--- src/ccu_pkg.sv ---
/*
 Constants for the converter configuration upper-bit block: field
 positions, reset values and encodings. Assumes a 16-bit register
 written as a whole word by the serial configuration logic.
*/
package ccu_pkg;
    localparam int unsigned REG_W = 16;
    localparam int unsigned BIT_CAL = 15;
    localparam int unsigned BIT_PHASE = 14;
    localparam int unsigned BIT_SWING = 13;
    localparam int unsigned BIT_PATTERN = 12;
    localparam int unsigned BIT_PD_I = 11;
    localparam int unsigned BIT_PD_Q = 10;
    localparam int unsigned BIT_RSVD = 9;
    localparam logic [15:0] REG_RESET = 16'h2000;
    localparam logic [15:0] UPPER_MASK = 16'hfc00;
    localparam int unsigned DATA_W = 12;
    localparam logic [11:0] PATTERN_A = 12'h555;
    localparam logic [11:0] PATTERN_B = 12'haaa;
    localparam logic PHASE_0DEG = 1'b0;
    localparam logic PHASE_90DEG = 1'b1;
    typedef enum logic [1:0] {
        CCU_IDLE = 2'b00,
        CCU_START = 2'b01,
        CCU_BUSY = 2'b10
    } ccu_cal_state_t;
endpackage : ccu_pkg

--- src/ccu_sync2.sv ---
/*
 Two-flop synchroniser for one asynchronous level.
 Assumes the input comes from a pin outside core_clk_i.
*/
`timescale 1ns/10ps
module ccu_sync2 (
    input wire logic core_clk_i,
    input wire logic sys_rst_i,
    input wire logic async_i,
    output logic sync_o
);
    logic meta_q;
    always_ff @(posedge core_clk_i) begin
        if (sys_rst_i) begin
            meta_q <= 1'b0;
            sync_o <= 1'b0;
        end else begin
            meta_q <= async_i;
            sync_o <= meta_q;
        end
    end
endmodule : ccu_sync2

--- src/ccu_pattern_gen.sv ---
/*
 Fixed test pattern generator: alternates two constant words.
 Assumes the caller muxes its output onto the data lanes.
*/
`timescale 1ns/10ps
module ccu_pattern_gen #(
    parameter int unsigned DATA_W = ccu_pkg::DATA_W
) (
    input wire logic core_clk_i,
    input wire logic sys_rst_i,
    input wire logic enable_i,
    output logic [DATA_W-1:0] pattern_o,
    output logic over_range_o
);
    logic phase_q;
    always_ff @(posedge core_clk_i) begin
        if (sys_rst_i || !enable_i) begin
            phase_q <= 1'b0;
        end else begin
            phase_q <= ~phase_q;
        end
    end
    assign pattern_o = phase_q ? DATA_W'(ccu_pkg::PATTERN_B)
                               : DATA_W'(ccu_pkg::PATTERN_A);
    assign over_range_o = phase_q;
endmodule : ccu_pattern_gen

--- src/ccu_config_upper.sv ---
/*
 Upper fields of the converter configuration register: calibration
 trigger, output clock phase, swing, test pattern and channel power-down.
 Assumes the serial interface presents a whole-word write strobe on
 core_clk_i; pins are asynchronous and synchronised here.
*/
// Functional notes
// - Trigger bit rising to one starts an on-command calibration.
// - Trigger bit is never cleared by hardware; host rewrites 0 then 1.
// - Calibration request is trigger bit OR calibration pin.
// - Demuxed DDR: phase bit 0 gives 0 degrees, 1 gives 90 degrees.
// - Without demux the phase bit is ignored; 0 degrees always.
// - Swing bit sets level of data, over-range and clock lanes.
// - Pattern bit 1 drives fixed pattern on data and over-range.
// - Pattern bit 0 passes converted samples through.
// - I power-down bit: 0 runs, 1 powers the I channel down.
// - I power-down pin also powers down, even in extended control.
// - Q power-down bit: 0 runs, 1 powers the Q channel down.
// - Q power-down pin also powers down, even in extended control.
`timescale 1ns/10ps
module ccu_config_upper #(
    parameter int unsigned DATA_W = ccu_pkg::DATA_W
) (
    input wire logic core_clk_i,
    input wire logic sys_rst_i,
    input wire logic reg_wr_i,
    input wire logic [15:0] reg_wdata_i,
    output logic [15:0] reg_rdata_o,
    input wire logic cal_pin_i,
    input wire logic i_pd_pin_i,
    input wire logic q_pd_pin_i,
    input wire logic extended_control_mode_i,
    input wire logic demux_en_i,
    input wire logic cal_done_i,
    input wire logic [DATA_W-1:0] i_sample_i,
    input wire logic i_over_range_i,
    input wire logic [DATA_W-1:0] q_sample_i,
    input wire logic q_over_range_i,
    output logic cal_start_o,
    output logic cal_busy_o,
    output logic output_clock_phase_o,
    output logic output_swing_select_o,
    output logic [DATA_W-1:0] i_data_o,
    output logic i_over_range_o,
    output logic [DATA_W-1:0] q_data_o,
    output logic q_over_range_o,
    output logic i_channel_powerdown_o,
    output logic q_channel_powerdown_o
);
    logic [15:0] cfg_q;
    logic [15:0] cfg_d;
    logic cal_pin_s;
    logic i_pd_pin_s;
    logic q_pd_pin_s;
    logic cal_req_q;
    ccu_pkg::ccu_cal_state_t cal_st_q;
    ccu_pkg::ccu_cal_state_t cal_st_d;
    logic [DATA_W-1:0] pat_word;
    logic pat_or;

    ccu_sync2 u_sync_cal (
        .core_clk_i(core_clk_i),
        .sys_rst_i(sys_rst_i),
        .async_i(cal_pin_i),
        .sync_o(cal_pin_s)
    );
    ccu_sync2 u_sync_pdi (
        .core_clk_i(core_clk_i),
        .sys_rst_i(sys_rst_i),
        .async_i(i_pd_pin_i),
        .sync_o(i_pd_pin_s)
    );
    ccu_sync2 u_sync_pdq (
        .core_clk_i(core_clk_i),
        .sys_rst_i(sys_rst_i),
        .async_i(q_pd_pin_i),
        .sync_o(q_pd_pin_s)
    );

    // Field views of the stored word
    wire cal_bit = cfg_q[ccu_pkg::BIT_CAL];
    wire phase_bit = cfg_q[ccu_pkg::BIT_PHASE];
    wire swing_bit = cfg_q[ccu_pkg::BIT_SWING];
    wire pattern_bit = cfg_q[ccu_pkg::BIT_PATTERN];
    wire pd_i_bit = cfg_q[ccu_pkg::BIT_PD_I];
    wire pd_q_bit = cfg_q[ccu_pkg::BIT_PD_Q];

    // Only the upper fields live here; lower bits belong elsewhere
    assign cfg_d = reg_wr_i ? (reg_wdata_i & ccu_pkg::UPPER_MASK)
                            : cfg_q;

    wire cal_req = cal_bit | cal_pin_s;
    // A held request never restarts; host must drop both first
    wire cal_edge = cal_req & ~cal_req_q;

    always_comb begin
        cal_st_d = cal_st_q;
        unique case (cal_st_q)
            ccu_pkg::CCU_IDLE: begin
                if (cal_edge) begin
                    cal_st_d = ccu_pkg::CCU_START;
                end
            end
            ccu_pkg::CCU_START: begin
                cal_st_d = ccu_pkg::CCU_BUSY;
            end
            ccu_pkg::CCU_BUSY: begin
                if (cal_done_i) begin
                    cal_st_d = ccu_pkg::CCU_IDLE;
                end
            end
            default: begin
                cal_st_d = ccu_pkg::CCU_IDLE;
            end
        endcase
    end

    // Phase only matters in demuxed DDR output
    wire phase_eff = demux_en_i ? phase_bit
                                : ccu_pkg::PHASE_0DEG;
    // Bit and pin OR; pins stay live in extended control mode
    wire pd_i_eff = pd_i_bit | i_pd_pin_s;
    wire pd_q_eff = pd_q_bit | q_pd_pin_s;
    wire unused_ecm = extended_control_mode_i;

    ccu_pattern_gen #(
        .DATA_W(DATA_W)
    ) u_pattern (
        .core_clk_i(core_clk_i),
        .sys_rst_i(sys_rst_i),
        .enable_i(pattern_bit),
        .pattern_o(pat_word),
        .over_range_o(pat_or)
    );

    wire [DATA_W-1:0] i_sel = pattern_bit ? pat_word : i_sample_i;
    wire [DATA_W-1:0] q_sel = pattern_bit ? pat_word : q_sample_i;
    wire i_or_sel = pattern_bit ? pat_or : i_over_range_i;
    wire q_or_sel = pattern_bit ? pat_or : q_over_range_i;

    always_ff @(posedge core_clk_i) begin
        if (sys_rst_i) begin
            cfg_q <= ccu_pkg::REG_RESET;
            cal_req_q <= 1'b0;
            cal_st_q <= ccu_pkg::CCU_IDLE;
        end else begin
            cfg_q <= cfg_d;
            cal_req_q <= cal_req;
            cal_st_q <= cal_st_d;
        end
    end

    always_ff @(posedge core_clk_i) begin
        if (sys_rst_i) begin
            reg_rdata_o <= ccu_pkg::REG_RESET;
            cal_start_o <= 1'b0;
            cal_busy_o <= 1'b0;
            output_clock_phase_o <= ccu_pkg::PHASE_0DEG;
            output_swing_select_o <= ccu_pkg::REG_RESET[ccu_pkg::BIT_SWING];
            i_channel_powerdown_o <= 1'b0;
            q_channel_powerdown_o <= 1'b0;
        end else begin
            reg_rdata_o <= cfg_d;
            cal_start_o <= (cal_st_d == ccu_pkg::CCU_START);
            cal_busy_o <= (cal_st_d != ccu_pkg::CCU_IDLE);
            output_clock_phase_o <= phase_eff;
            output_swing_select_o <= cfg_d[ccu_pkg::BIT_SWING];
            i_channel_powerdown_o <= pd_i_eff;
            q_channel_powerdown_o <= pd_q_eff;
        end
    end

    // Data path registered; reset clears lanes to zero
    always_ff @(posedge core_clk_i) begin
        if (sys_rst_i) begin
            i_data_o <= '0;
            q_data_o <= '0;
            i_over_range_o <= 1'b0;
            q_over_range_o <= 1'b0;
        end else begin
            i_data_o <= i_sel;
            q_data_o <= q_sel;
            i_over_range_o <= i_or_sel;
            q_over_range_o <= q_or_sel;
        end
    end
endmodule : ccu_config_upper

--- config.mk ---
export PLATFORM = sky130hd
export DESIGN_NAME = ccu_config_upper
export DESIGN_NICKNAME = d
export VERILOG_FILES = /design/src/ccu_pkg.sv /design/src/ccu_sync2.sv /design/src/ccu_pattern_gen.sv /design/src/ccu_config_upper.sv
export SDC_FILE = /design/constraint.sdc
export NUM_CORES = 1
export LEC_CHECK = 0
export ABC_AREA = 1
export BUFFER_PORTS_ARGS = -buffer_cell sky130_fd_sc_hd__buf_2
export CAP_MARGIN = 20
export CELL_PAD_IN_SITES_DETAIL_PLACEMENT = 0
export CELL_PAD_IN_SITES_GLOBAL_PLACEMENT = 2
export CORE_MARGIN = 4
export CORE_UTILIZATION = 20
export DETAILED_ROUTE_END_ITERATION = 7
export GPL_ROUTABILITY_DRIVEN = 0
export PLACE_DENSITY_LB_ADDON = 0.25
export REMOVE_ABC_BUFFERS = 1
export SYNTH_ARGS = -nofsm -noshare
export SYNTH_HDL_FRONTEND = slang
export SYNTH_HIERARCHICAL = 1
export SYNTH_SLANG_ARGS = --single-unit
export TNS_END_PERCENT = 5
--- constraint.sdc ---
create_clock -name core_clk_i -period 0.9 [get_ports core_clk_i]
set_input_delay 0 -clock core_clk_i [delete_from_list [all_inputs] [get_ports core_clk_i]]
set_output_delay 0 -clock core_clk_i [all_outputs]
set_load 0.01 [all_outputs]
==> impl_metrics.toml, run 1 <==
[final_layout]
final_cell_mix = "76 x buf_2, 46 x dfxtp_1, 40 x nand2_1, 37 x dlygate4sd3_1, 26 x nor2_1"
n_antenna_cell = 0
stdcell_count = 417
syn_to_final_growth_pct = 55.8
layout.nets = 362
final_common_cell = "buf_2"
fin_area_um2 = 2610
drive_gt1_share_pct = 35.3

[worst_setup_path]
critPathMaxStageDelay_ns = 0.37
startpoint_type = "flop"
required_ns = 0.90
cp_max_fo = 4
cp_common_cell = "buf_6"
critical_path.top_delay_family = "flip-flops"
crit_slowest_cell = "dfxtp_4"
endpoint_kind = "primary output"
cp.arrival_ns = 0.89
critPathKind = "flop to primary output"
critical_path_buf_inv_count = 2
crit_chain = "buf_6 > buf_6"

[pwr]
cellPowerDensity_nw_per_um2 = 1610
finalPower_mw = 4.21
power.leakage_nw = 1.32
vdd_ir_drop_max_mv = 0.554

[yosys]
synth-seq-area-share_pct = 56.2
netlist_area_um2 = 1670
synth_mux_area_share_pct = 0
synth-simple-area-share_pct = 17.7
netlist_instances = 198
synth_top_family_by_area = "simple AND/OR/NAND/NOR gates"
avgSynthCellArea_um2 = 8.45
ys_top_cells_by_area = "dfxtp_1 56%, buf_4 9.9%, nand2_1 9.6%"
synth_xor_area_share_pct = 0
ys_ff_latch = 47
yosys.area_share.adder_pct = 0
yosys.area.top_type = "dfxtp_1"
synth.distinct_cells = 16
synth_compound_area_share_pct = 9.80
ys_warn_count = 6
post-synth-top-area-fraction_pct = 56.2

[sta]
rsz0062_at_grt = "yes"
slew_viol_final = 0
setup_viol = 0
min_period_ns = 0.887
hold_viol = 0
setup_tns_ns = 0
fin_crit_sh_pct = 98.6
setup_ws_ns = 0.0130
fin_skew_ns = 0.00751
fmax_mhz = 1130

[route]
wl_per_cell_um = 10.5
drt_iter0_markers = 17
via_per_inst = 3.67
remaining_drc_errors = 0
wl_um = 4390
vias = 1529
drt_pre_antenna_iters = 3
ant_nets = 0

[floorplanning]
coreArea_um2 = 8180
top_level_ports = 99
fp.dieW_um = 99.5
dieArea_um2 = 9890
start_util_pct = 20.5
floorplan.rows = 33
die_h_um = 99.5

[placed_design]
io_buffer_count = 77
dp.cells = 370
place_hpwl_um = 3190
dp_slack_ns = -0.00243
placed_cell_area_um2 = 2100

[clocking]
clockRootBuffer = "clkbuf_8"
h-tree-depth = 2
path_clk_slew_ns = 0.08
cts_tree = "yes"
numCtsBuffers = 5
cts_buffer_depth = 2
clk_latency_ns = 0.29
cts.sinks = 47

[global_routing]
grt_usage_pct = 9.32
antenna_found_initial = 0
grt_overflow_total = 0
met2_usage_pct = 17.2
grt_start_max_net_pins = 22
grt_pass1_vias = 1589
grt_pass1_wl_um = 7160
grtUsageMet3_pct = 2.45
use_met1_pct = 9.88
busiest_layer = "met2"

[status]
outcome = "finished clean"

[run]
drv_cap = 0

[hold_path]
min_path_type = "input pin to flop"
## tightest hold or removal path: stages
cell and delay, ns:
buf_2 0.07, o21ai_0 0.06, nand2_1 0.08, inv_1 0.04
## sequential cells by signal, indices dropped and copies added, names as in the netlist, 2 cells and up
register / flops
i_data_o: 12
cal_st_q: 2
q_data_o: 12
reg_rdata_o: 6
## worst paths after layout
path                                         from           endpoint  slack [ns]  depth (start not counted)
worst max-delay path              reg_rdata_o[12]    reg_rdata_o[12]        0.01                          2
worst min-delay path                   cal_done_i        cal_st_q[1]        0.01                          4
worst max register to register    reg_rdata_o[12]        q_data_o[1]        0.04                          4
worst min register to register  u_sync_cal/meta_q  u_sync_cal/sync_o        0.40                          2
## through the flow
| step | hold slack (ns) | util [%] |
|---|---|---|
| floorplan | 0.0624 | - |
| global placement | 0.208 | 25.7 |
| detailed placement | 0.212 | 25.7 |
| CTS | 0.00521 | 31.6 |
| global route | 0.0252 | 31.9 |
| finish | 0.0135 | 31.9 |
## report_power, final
group	internal, mW	switching (mW)
clock	0.546	0.661
combinational	0.379	0.355
sequential	2.22	0.0472
total	3.14	1.06
## routing by layer
| metal | vias to the layer above | routed length [um] |
|---|---|---|
| met1 | 678 | 1790 |
| li1 | 805 | - |
| met5 | - | 0 |
| met3 | 6 | 258 |
| met4 | 0 | 81 |
| met2 | 40 | 2260 |
## Yosys cell counts
library cell and instances:
conb_1 1, a21oi_2 1, dfxtp_1 47, clkbuf_1 1, nand2_1 43, nor2_2 1
buf_4 22, a21oi_1 25, inv_1 13, nand3_1 1, inv_2 2, buf_2 2
o21ai_0 6, buf_6 3, nand2_2 4, nor2_1 26
## logic make-up (layout without fill, tap and decap cells)
| group | after synthesis | count (layout) |
|---|---|---|
| flops | 47 | 47 |
| other cells | 1 | 10 |
| buf+inv | 43 | 148 |
| simple gates | 75 | 75 |
| compound gates | 32 | 32 |
## repair_timing
action                                  in CTS  in global routing
buffers inserted                             2                  0
pin swaps                                    0                  6
resized for setup                            5                  7
endpoints found under the setup margin      17                 17
hold buffers                                37                  0
endpoints found under the hold margin       36                  0
## final cells by class
cell class / instances / area [um^2]
clock buffers: 7 / 76.3
flip-flops and latches: 47 / 945
repair buffers: 125 / 873
fillers: 914 / 5570
clock inverters: 1 / 5.00
multi-input cells: 117 / 519
inverters: 15 / 56.3
well taps: 105 / 131
Power figures use the tool's default switching activity.
==> run 2, diff against run 1 <==
- ABC_AREA: 1 -> not set
- CORE_UTILIZATION: 20 -> 23
- TNS_END_PERCENT: 5 -> 1
- clock period: 0.9 -> 1 ns (I/O delays scaled with it)
==> run 2 against run 1 <==
The flow now finishes with violations (negative setup slack); sequential power is 11% lower; design area is 0.29% lower; setup slack worse by 0.044 ns; clock skew is 0.0028 ns lower; critical path type is now flop to flop; routed wire length is 7.4% lower; non-clock buffer count is 3 lower; first-iteration DRC count is 82% higher; clock power is 9% lower; flip-flop and latch count stayed put; critical endpoint is now cal_busy_o; utilization is 3.9 points higher.
==> impl_metrics.toml, run 2 <==
[status]
outcome = "finished, violations left"
violations = "negative setup slack"

[worst_setup_path]
critical_path_buf_inv_count = 0
crit_chain = "or3_4 > nor3_4 > o21bai_1"
required_ns = 1.22
critPathKind = "flop to flop"
r2r-end = "cal_busy_o"
endpoint_kind = "flop"
rrSetupSlack_ns = -0.03
critPathMaxStageDelay_ns = 0.39
r2r-start = "cal_st_q[1]"
worst_r2r_path_depth = 3
startpoint_type = "flop"
cp.arrival_ns = 1.25
critical_path.top_delay_family = "simple AND/OR/NAND/NOR gates"
cp_max_fo = 2
crit_slowest_cell = "or3_4"

[sta]
fin_skew_ns = 0.00470
fin_crit_sh_pct = 103
slew_viol_final = 0
setup_ws_ns = -0.0314
rsz0062_at_grt = "yes"
fmax_mhz = 970
min_period_ns = 1.03
setup_viol = 1
hold_viol = 0

[global_routing]
grt_overflow_total = 0
antenna_found_initial = 0
grt_usage_pct = 9.39
grt_start_max_net_pins = 29
grt_pass1_wl_um = 6620
grt_pass1_vias = 1451

[yosys]
synth_top_family_by_area = "simple AND/OR/NAND/NOR gates"
synth_most_common_cell = "dfxtp_1"
synth-seq-area-share_pct = 55.0
ys_warn_count = 6
synth-simple-area-share_pct = 20.6
synth_top_flop_cell = "dfxtp_1"
synthArstFlopShare_pct = 0
yosys.area.top_type = "dfxtp_1"
synth_compound_area_share_pct = 8.56
avgSynthCellArea_um2 = 9.61
synth.distinct_cells = 19
netlist_instances = 178
synth_xor_area_share_pct = 0
synthTopCellsByCount = "47 x dfxtp_1, 26 x a21oi_1, 26 x nand2b_1"
post-synth-top-area-fraction_pct = 55.0
ys_top_cells_by_area = "dfxtp_1 55%, buf_4 9.7%, nand2b_1 9.5%"
synth_edf_count = 0
ys_ff_latch = 47
synth_mux_area_share_pct = 3.51
yosys.area_share.adder_pct = 0
netlist_area_um2 = 1710

[pwr]
internal_power_mw = 2.82
power_frac_clock_pct = 29.4
finalPower_mw = 3.75
p_seq_share_pct = 53.9
power.leakage_nw = 1.23
swShare_pct = 24.8
cellPowerDensity_nw_per_um2 = 1440
power.switching_mw = 0.929
vdd_ir_drop_max_mv = 0.511
power_frac_comb_pct = 16.7

[clocking]
numCtsBuffers = 5
cts_tree = "yes"
cts_buffer_depth = 2
clk_latency_ns = 0.29
h-tree-depth = 2
path_clk_slew_ns = 0.08
cts_setup_buffers = 0
cts.sinks = 47
clockRootBuffer = "clkbuf_8"

[floorplanning]
floorplan.rows = 31
top_level_ports = 99
dieArea_um2 = 8880
fp.dieW_um = 94.2
coreArea_um2 = 7250
start_util_pct = 23.6
die_h_um = 94.2

[route]
via_per_inst = 3.76
wl_um = 4070
wl_per_cell_um = 10.6
drt_iter0_markers = 31
vias = 1449
remaining_drc_errors = 0
drt_pre_antenna_iters = 5
ant_nets = 0

[final_layout]
layout.nets = 336
fin_area_um2 = 2600
top_regs = "i_data_o: 12 flops, q_data_o: 12 flops, reg_rdata_o: 6 flops"
final_common_cell = "buf_2"
n_antenna_cell = 0
drive_gt1_share_pct = 33.9
syn_to_final_growth_pct = 51.9
final_cell_mix = "76 x buf_2, 45 x dfxtp_1, 36 x dlygate4sd3_1, 26 x nand2b_1, 26 x a21oi_1"

[placed_design]
place_hpwl_um = 2750
placed_cell_area_um2 = 2140
io_buffer_count = 77

[hold_path]
hold_depth = 2
hold_path_end = "reg_rdata_o[13]"
min-delay-start = "reg_wr_i"
min_path_type = "input pin to flop"

[run]
drv_cap = 0
run 2: changes by cell type after synthesis, moves of 2 or more:
cell / delta
nand2b_1: +26
buf_6: -3
inv_1: -12
nor2b_1: +7
o21ai_0: -6
nand2_2: -4
inv_2: -2
clkbuf_1: +4
mux2i_1: +6
buf_2: +2
nor2_1: -13
nand2_1: -30
run 2: layout make-up:
| cell class | count | area (um^2) |
|---|---|---|
| Timing Repair Buffer | 122 | 845 |
| Clock buffer | 7 | 76.3 |
| Multi-Input combinational cell | 108 | 602 |
| Tap cell | 99 | 124 |
| Fill cell | 758 | 4650 |
| Inverter | 1 | 3.75 |
| Sequential cell | 47 | 943 |
| Clock inverter | 1 | 5.00 |
run 2: power groups by stage:
stage | sequential (mW) | clock, mW | combinational [mW]
final | 2.02 | 1.10 | 0.627
after global routing | 2.04 | 1.24 | 0.697
after CTS | 2.02 | 1.18 | 0.630
after detailed placement | 2.06 | 0 | 0.516
after global placement | 2.07 | 0 | 0.519
after floorplan | 2.13 | 0 | 0.165
run 2: stage by stage:
step | setup TNS (ns) | util (%) | instances | setup slack [ns] | hold WS, ns
after global routing | -0.0731 | 35.8 | 385 | -0.0731 | 0.0750
after detailed placement | -0.0285 | 29.5 | 341 | -0.0285 | 0.216
final | -0.0314 | 35.8 | 385 | -0.0314 | 0.0590
after CTS | -0.0372 | 35.7 | 385 | -0.0372 | 0.0457
after floorplan | -4.28 | - | 156 | -0.156 | 0.0691
after global placement | 0 | 29.5 | 341 | 0.0192 | 0.208
run 2: how the worst max path moves through the flow:
stage / start / end / slack (ns) / depth (start not counted)
2_1_floorplan: reg_rdata_o[12] / i_data_o[0] / -0.16 / 2
3_3_place_gp: cal_st_q[1] / cal_busy_o / 0.02 / 3
3_5_place_dp: cal_st_q[1] / cal_busy_o / -0.03 / 3
4_1_cts: cal_st_q[1] / cal_busy_o / -0.04 / 3
5_1_grt: cal_st_q[1] / cal_busy_o / -0.07 / 3
6_report: cal_st_q[1] / cal_busy_o / -0.03 / 3
run 2: metal layers:
| layer | vias up | GRT usage, % | part of all wire, % |
|---|---|---|---|
| li1 | 748 | - | - |
| met1 | 629 | 12.6 | 49 |
| met2 | 66 | 13.9 | 40 |
| met3 | 6 | 3.53 | 9.8 |
| met4 | 0 | 2.89 | 0.66 |
| met5 | - | 0 | 0 |
run 2: repair_timing:
item | CTS | global route
hold endpoints to repair | 36 | 0
pin swaps | 0 | 0
gates resized for setup | 2 | 2
hold buffers | 36 | 0
endpoints found under the setup margin | 2 | 2
run 2: cell families (layout without fill, tap and decap cells):
logic type | count (synthesis) | after routing
buffers and inverters | 32 | 131
multiplexers | 6 | 6
AND/OR/NAND/NOR | 64 | 64
AO/OA/AOI/OAI | 28 | 28
flip-flops | 47 | 47
other | 1 | 10
==> run 3, diff against run 2 <==
- HOLD_SLACK_MARGIN: not set -> 0.1
- PLACE_DENSITY: not set -> 0.86
- PLACE_DENSITY_LB_ADDON: 0.25 -> not set
==> run 3 against run 2 <==
The run still ends with negative setup slack left; clock skew shrank 0.0021 ns; critical endpoint unchanged; setup slack gained 0.0032 ns; global-route usage grew 0.84 points; flip-flop and latch count is the same; via count grew 4.1%; count of clock-buffer cells in the layout shrank 1.
==> impl_metrics.toml, run 3 (synthesis gave the netlist of run 2 again) <==
[sta]
slew_viol_final = 0
fin_skew_ns = 0.00262
min_period_ns = 1.03
holdWs_ns = 0.441
setup_tns_ns = -0.0282
rsz0062_at_grt = "yes"
setup_ws_ns = -0.0282
fin_crit_sh_pct = 103
fmax_mhz = 973
hold_viol = 0
setup_viol = 1

[floorplanning]
start_util_pct = 23.6
fp.dieW_um = 94.2
top_level_ports = 99
die_h_um = 94.2
floorplan.rows = 31
coreArea_um2 = 7250
dieArea_um2 = 8880

[pwr]
power_frac_clock_pct = 35.2
vdd_ir_drop_max_mv = 0.517
swShare_pct = 23.3
cellPowerDensity_nw_per_um2 = 1540
power.leakage_nw = 1.27
internal_power_mw = 3.15
power_frac_comb_pct = 15.6
finalPower_mw = 4.11
power.switching_mw = 0.955
p_seq_share_pct = 49.3

[clocking]
cts_tree = "yes"
path_clk_slew_ns = 0.09
cts_buffer_depth = 2
cts.sinks = 47
numCtsBuffers = 5
clockRootBuffer = "clkbuf_8"
h-tree-depth = 2
clk_latency_ns = 0.29

[placed_design]
place_hpwl_um = 2880
io_buffer_count = 77
placed_cell_area_um2 = 2140
dp.cells = 341
dp_slack_ns = -0.00854

[worst_setup_path]
critPathMaxStageDelay_ns = 0.40
endpoint_kind = "flop"
required_ns = 1.23
cp_max_fo = 2
r2r-start = "cal_st_q[1]"
critical_path.top_delay_family = "simple AND/OR/NAND/NOR gates"
crit_slowest_cell = "or3_4"
crit_chain = "or3_4 > nor3_4 > o21bai_1"
crit_start = "cal_st_q[1]"
startpoint_type = "flop"
cp.arrival_ns = 1.26
critPathKind = "flop to flop"
critical_path_buf_inv_count = 0

[route]
wl_um = 4360
vias = 1509
ant_nets = 0
drt_iter0_markers = 24
remaining_drc_errors = 0
via_per_inst = 3.89
wl_per_cell_um = 11.2
drt_pre_antenna_iters = 4

[final_layout]
final_cell_mix = "75 x buf_2, 45 x dfxtp_1, 39 x dlygate4sd3_1, 26 x nand2b_1, 26 x a21oi_1"
stdcell_count = 388
n_antenna_cell = 0
fin_area_um2 = 2670
post-route-util_pct = 36.8
top_regs = "i_data_o: 12 flops, q_data_o: 12 flops, reg_rdata_o: 6 flops"
final_common_cell = "buf_2"
syn_to_final_growth_pct = 56.1
drive_gt1_share_pct = 34.3
layout.nets = 339

[global_routing]
use_met1_pct = 11.6
grtUsageMet3_pct = 4.01
met2_usage_pct = 17.5
grt_pass1_vias = 1507
busiest_layer = "met2"
grt_start_max_net_pins = 26
grt_overflow_total = 0
grt_usage_pct = 10.2
antenna_found_initial = 0
grt_pass1_wl_um = 7050

[hold_path]
min-delay-start = "u_sync_pdi/sync_o"
min_path_type = "flop to flop"

[status]
outcome = "finished, violations left"
violations = "negative setup slack"

[run]
drv_cap = 0
-- run 3: changes by cell type in the layout (fill, tap and decap cells not counted), sizes merged --
cell         before  now
dlygate4sd3      36   39
buf              86   85
bufinv            0    1
-- run 3: timing repair --
item | in CTS | in global routing
hold buffers | 39 | 0
endpoints found under the setup margin | 2 | 2
hold endpoints to repair | 40 | 0
buffers inserted | 0 | 0
gates resized for setup | 2 | 4
-- run 3: metal layers --
layer / vias up / routed length (um)
met5: - / 0
met4: 0 / 107
met3: 9 / 383
met2: 63 / 2100
met1: 686 / 1780
li1: 751 / -
-- run 3: worst min-delay path, stage by stage (launching register included) --
cell	delay, ns
dfxtp_1	0.31
nor2_1	0.03
nor2_1	0.06
-- run 3: power groups by stage --
stage / clock network [mW] / logic (mW) / registers (mW)
6_report: 1.44 / 0.639 / 2.02
5_1_grt: 1.60 / 0.714 / 2.04
4_1_cts: 1.51 / 0.637 / 2.02
3_5_place_dp: 0 / 0.517 / 2.07
3_3_place_gp: 0 / 0.514 / 2.07
2_1_floorplan: 0 / 0.165 / 2.13
-- run 3: path summary, 6_finish.rpt --
kind	end	slack (ns)	cells after the start
worst max-delay path	cal_busy_o	-0.03	3
worst min register to register	i_channel_powerdown_o	0.44	2
worst max register to register	cal_busy_o	-0.03	3
worst min-delay path	i_channel_powerdown_o	0.44	2
-- run 3: cell type report --
class	instances	area, um^2
clock buffers	6	82.6
clock inverters	2	35.0
fillers	759	4580
inverters	1	3.75
multi-input cells	108	602
flip-flops and latches	47	946
well taps	99	124
repair buffers	125	877
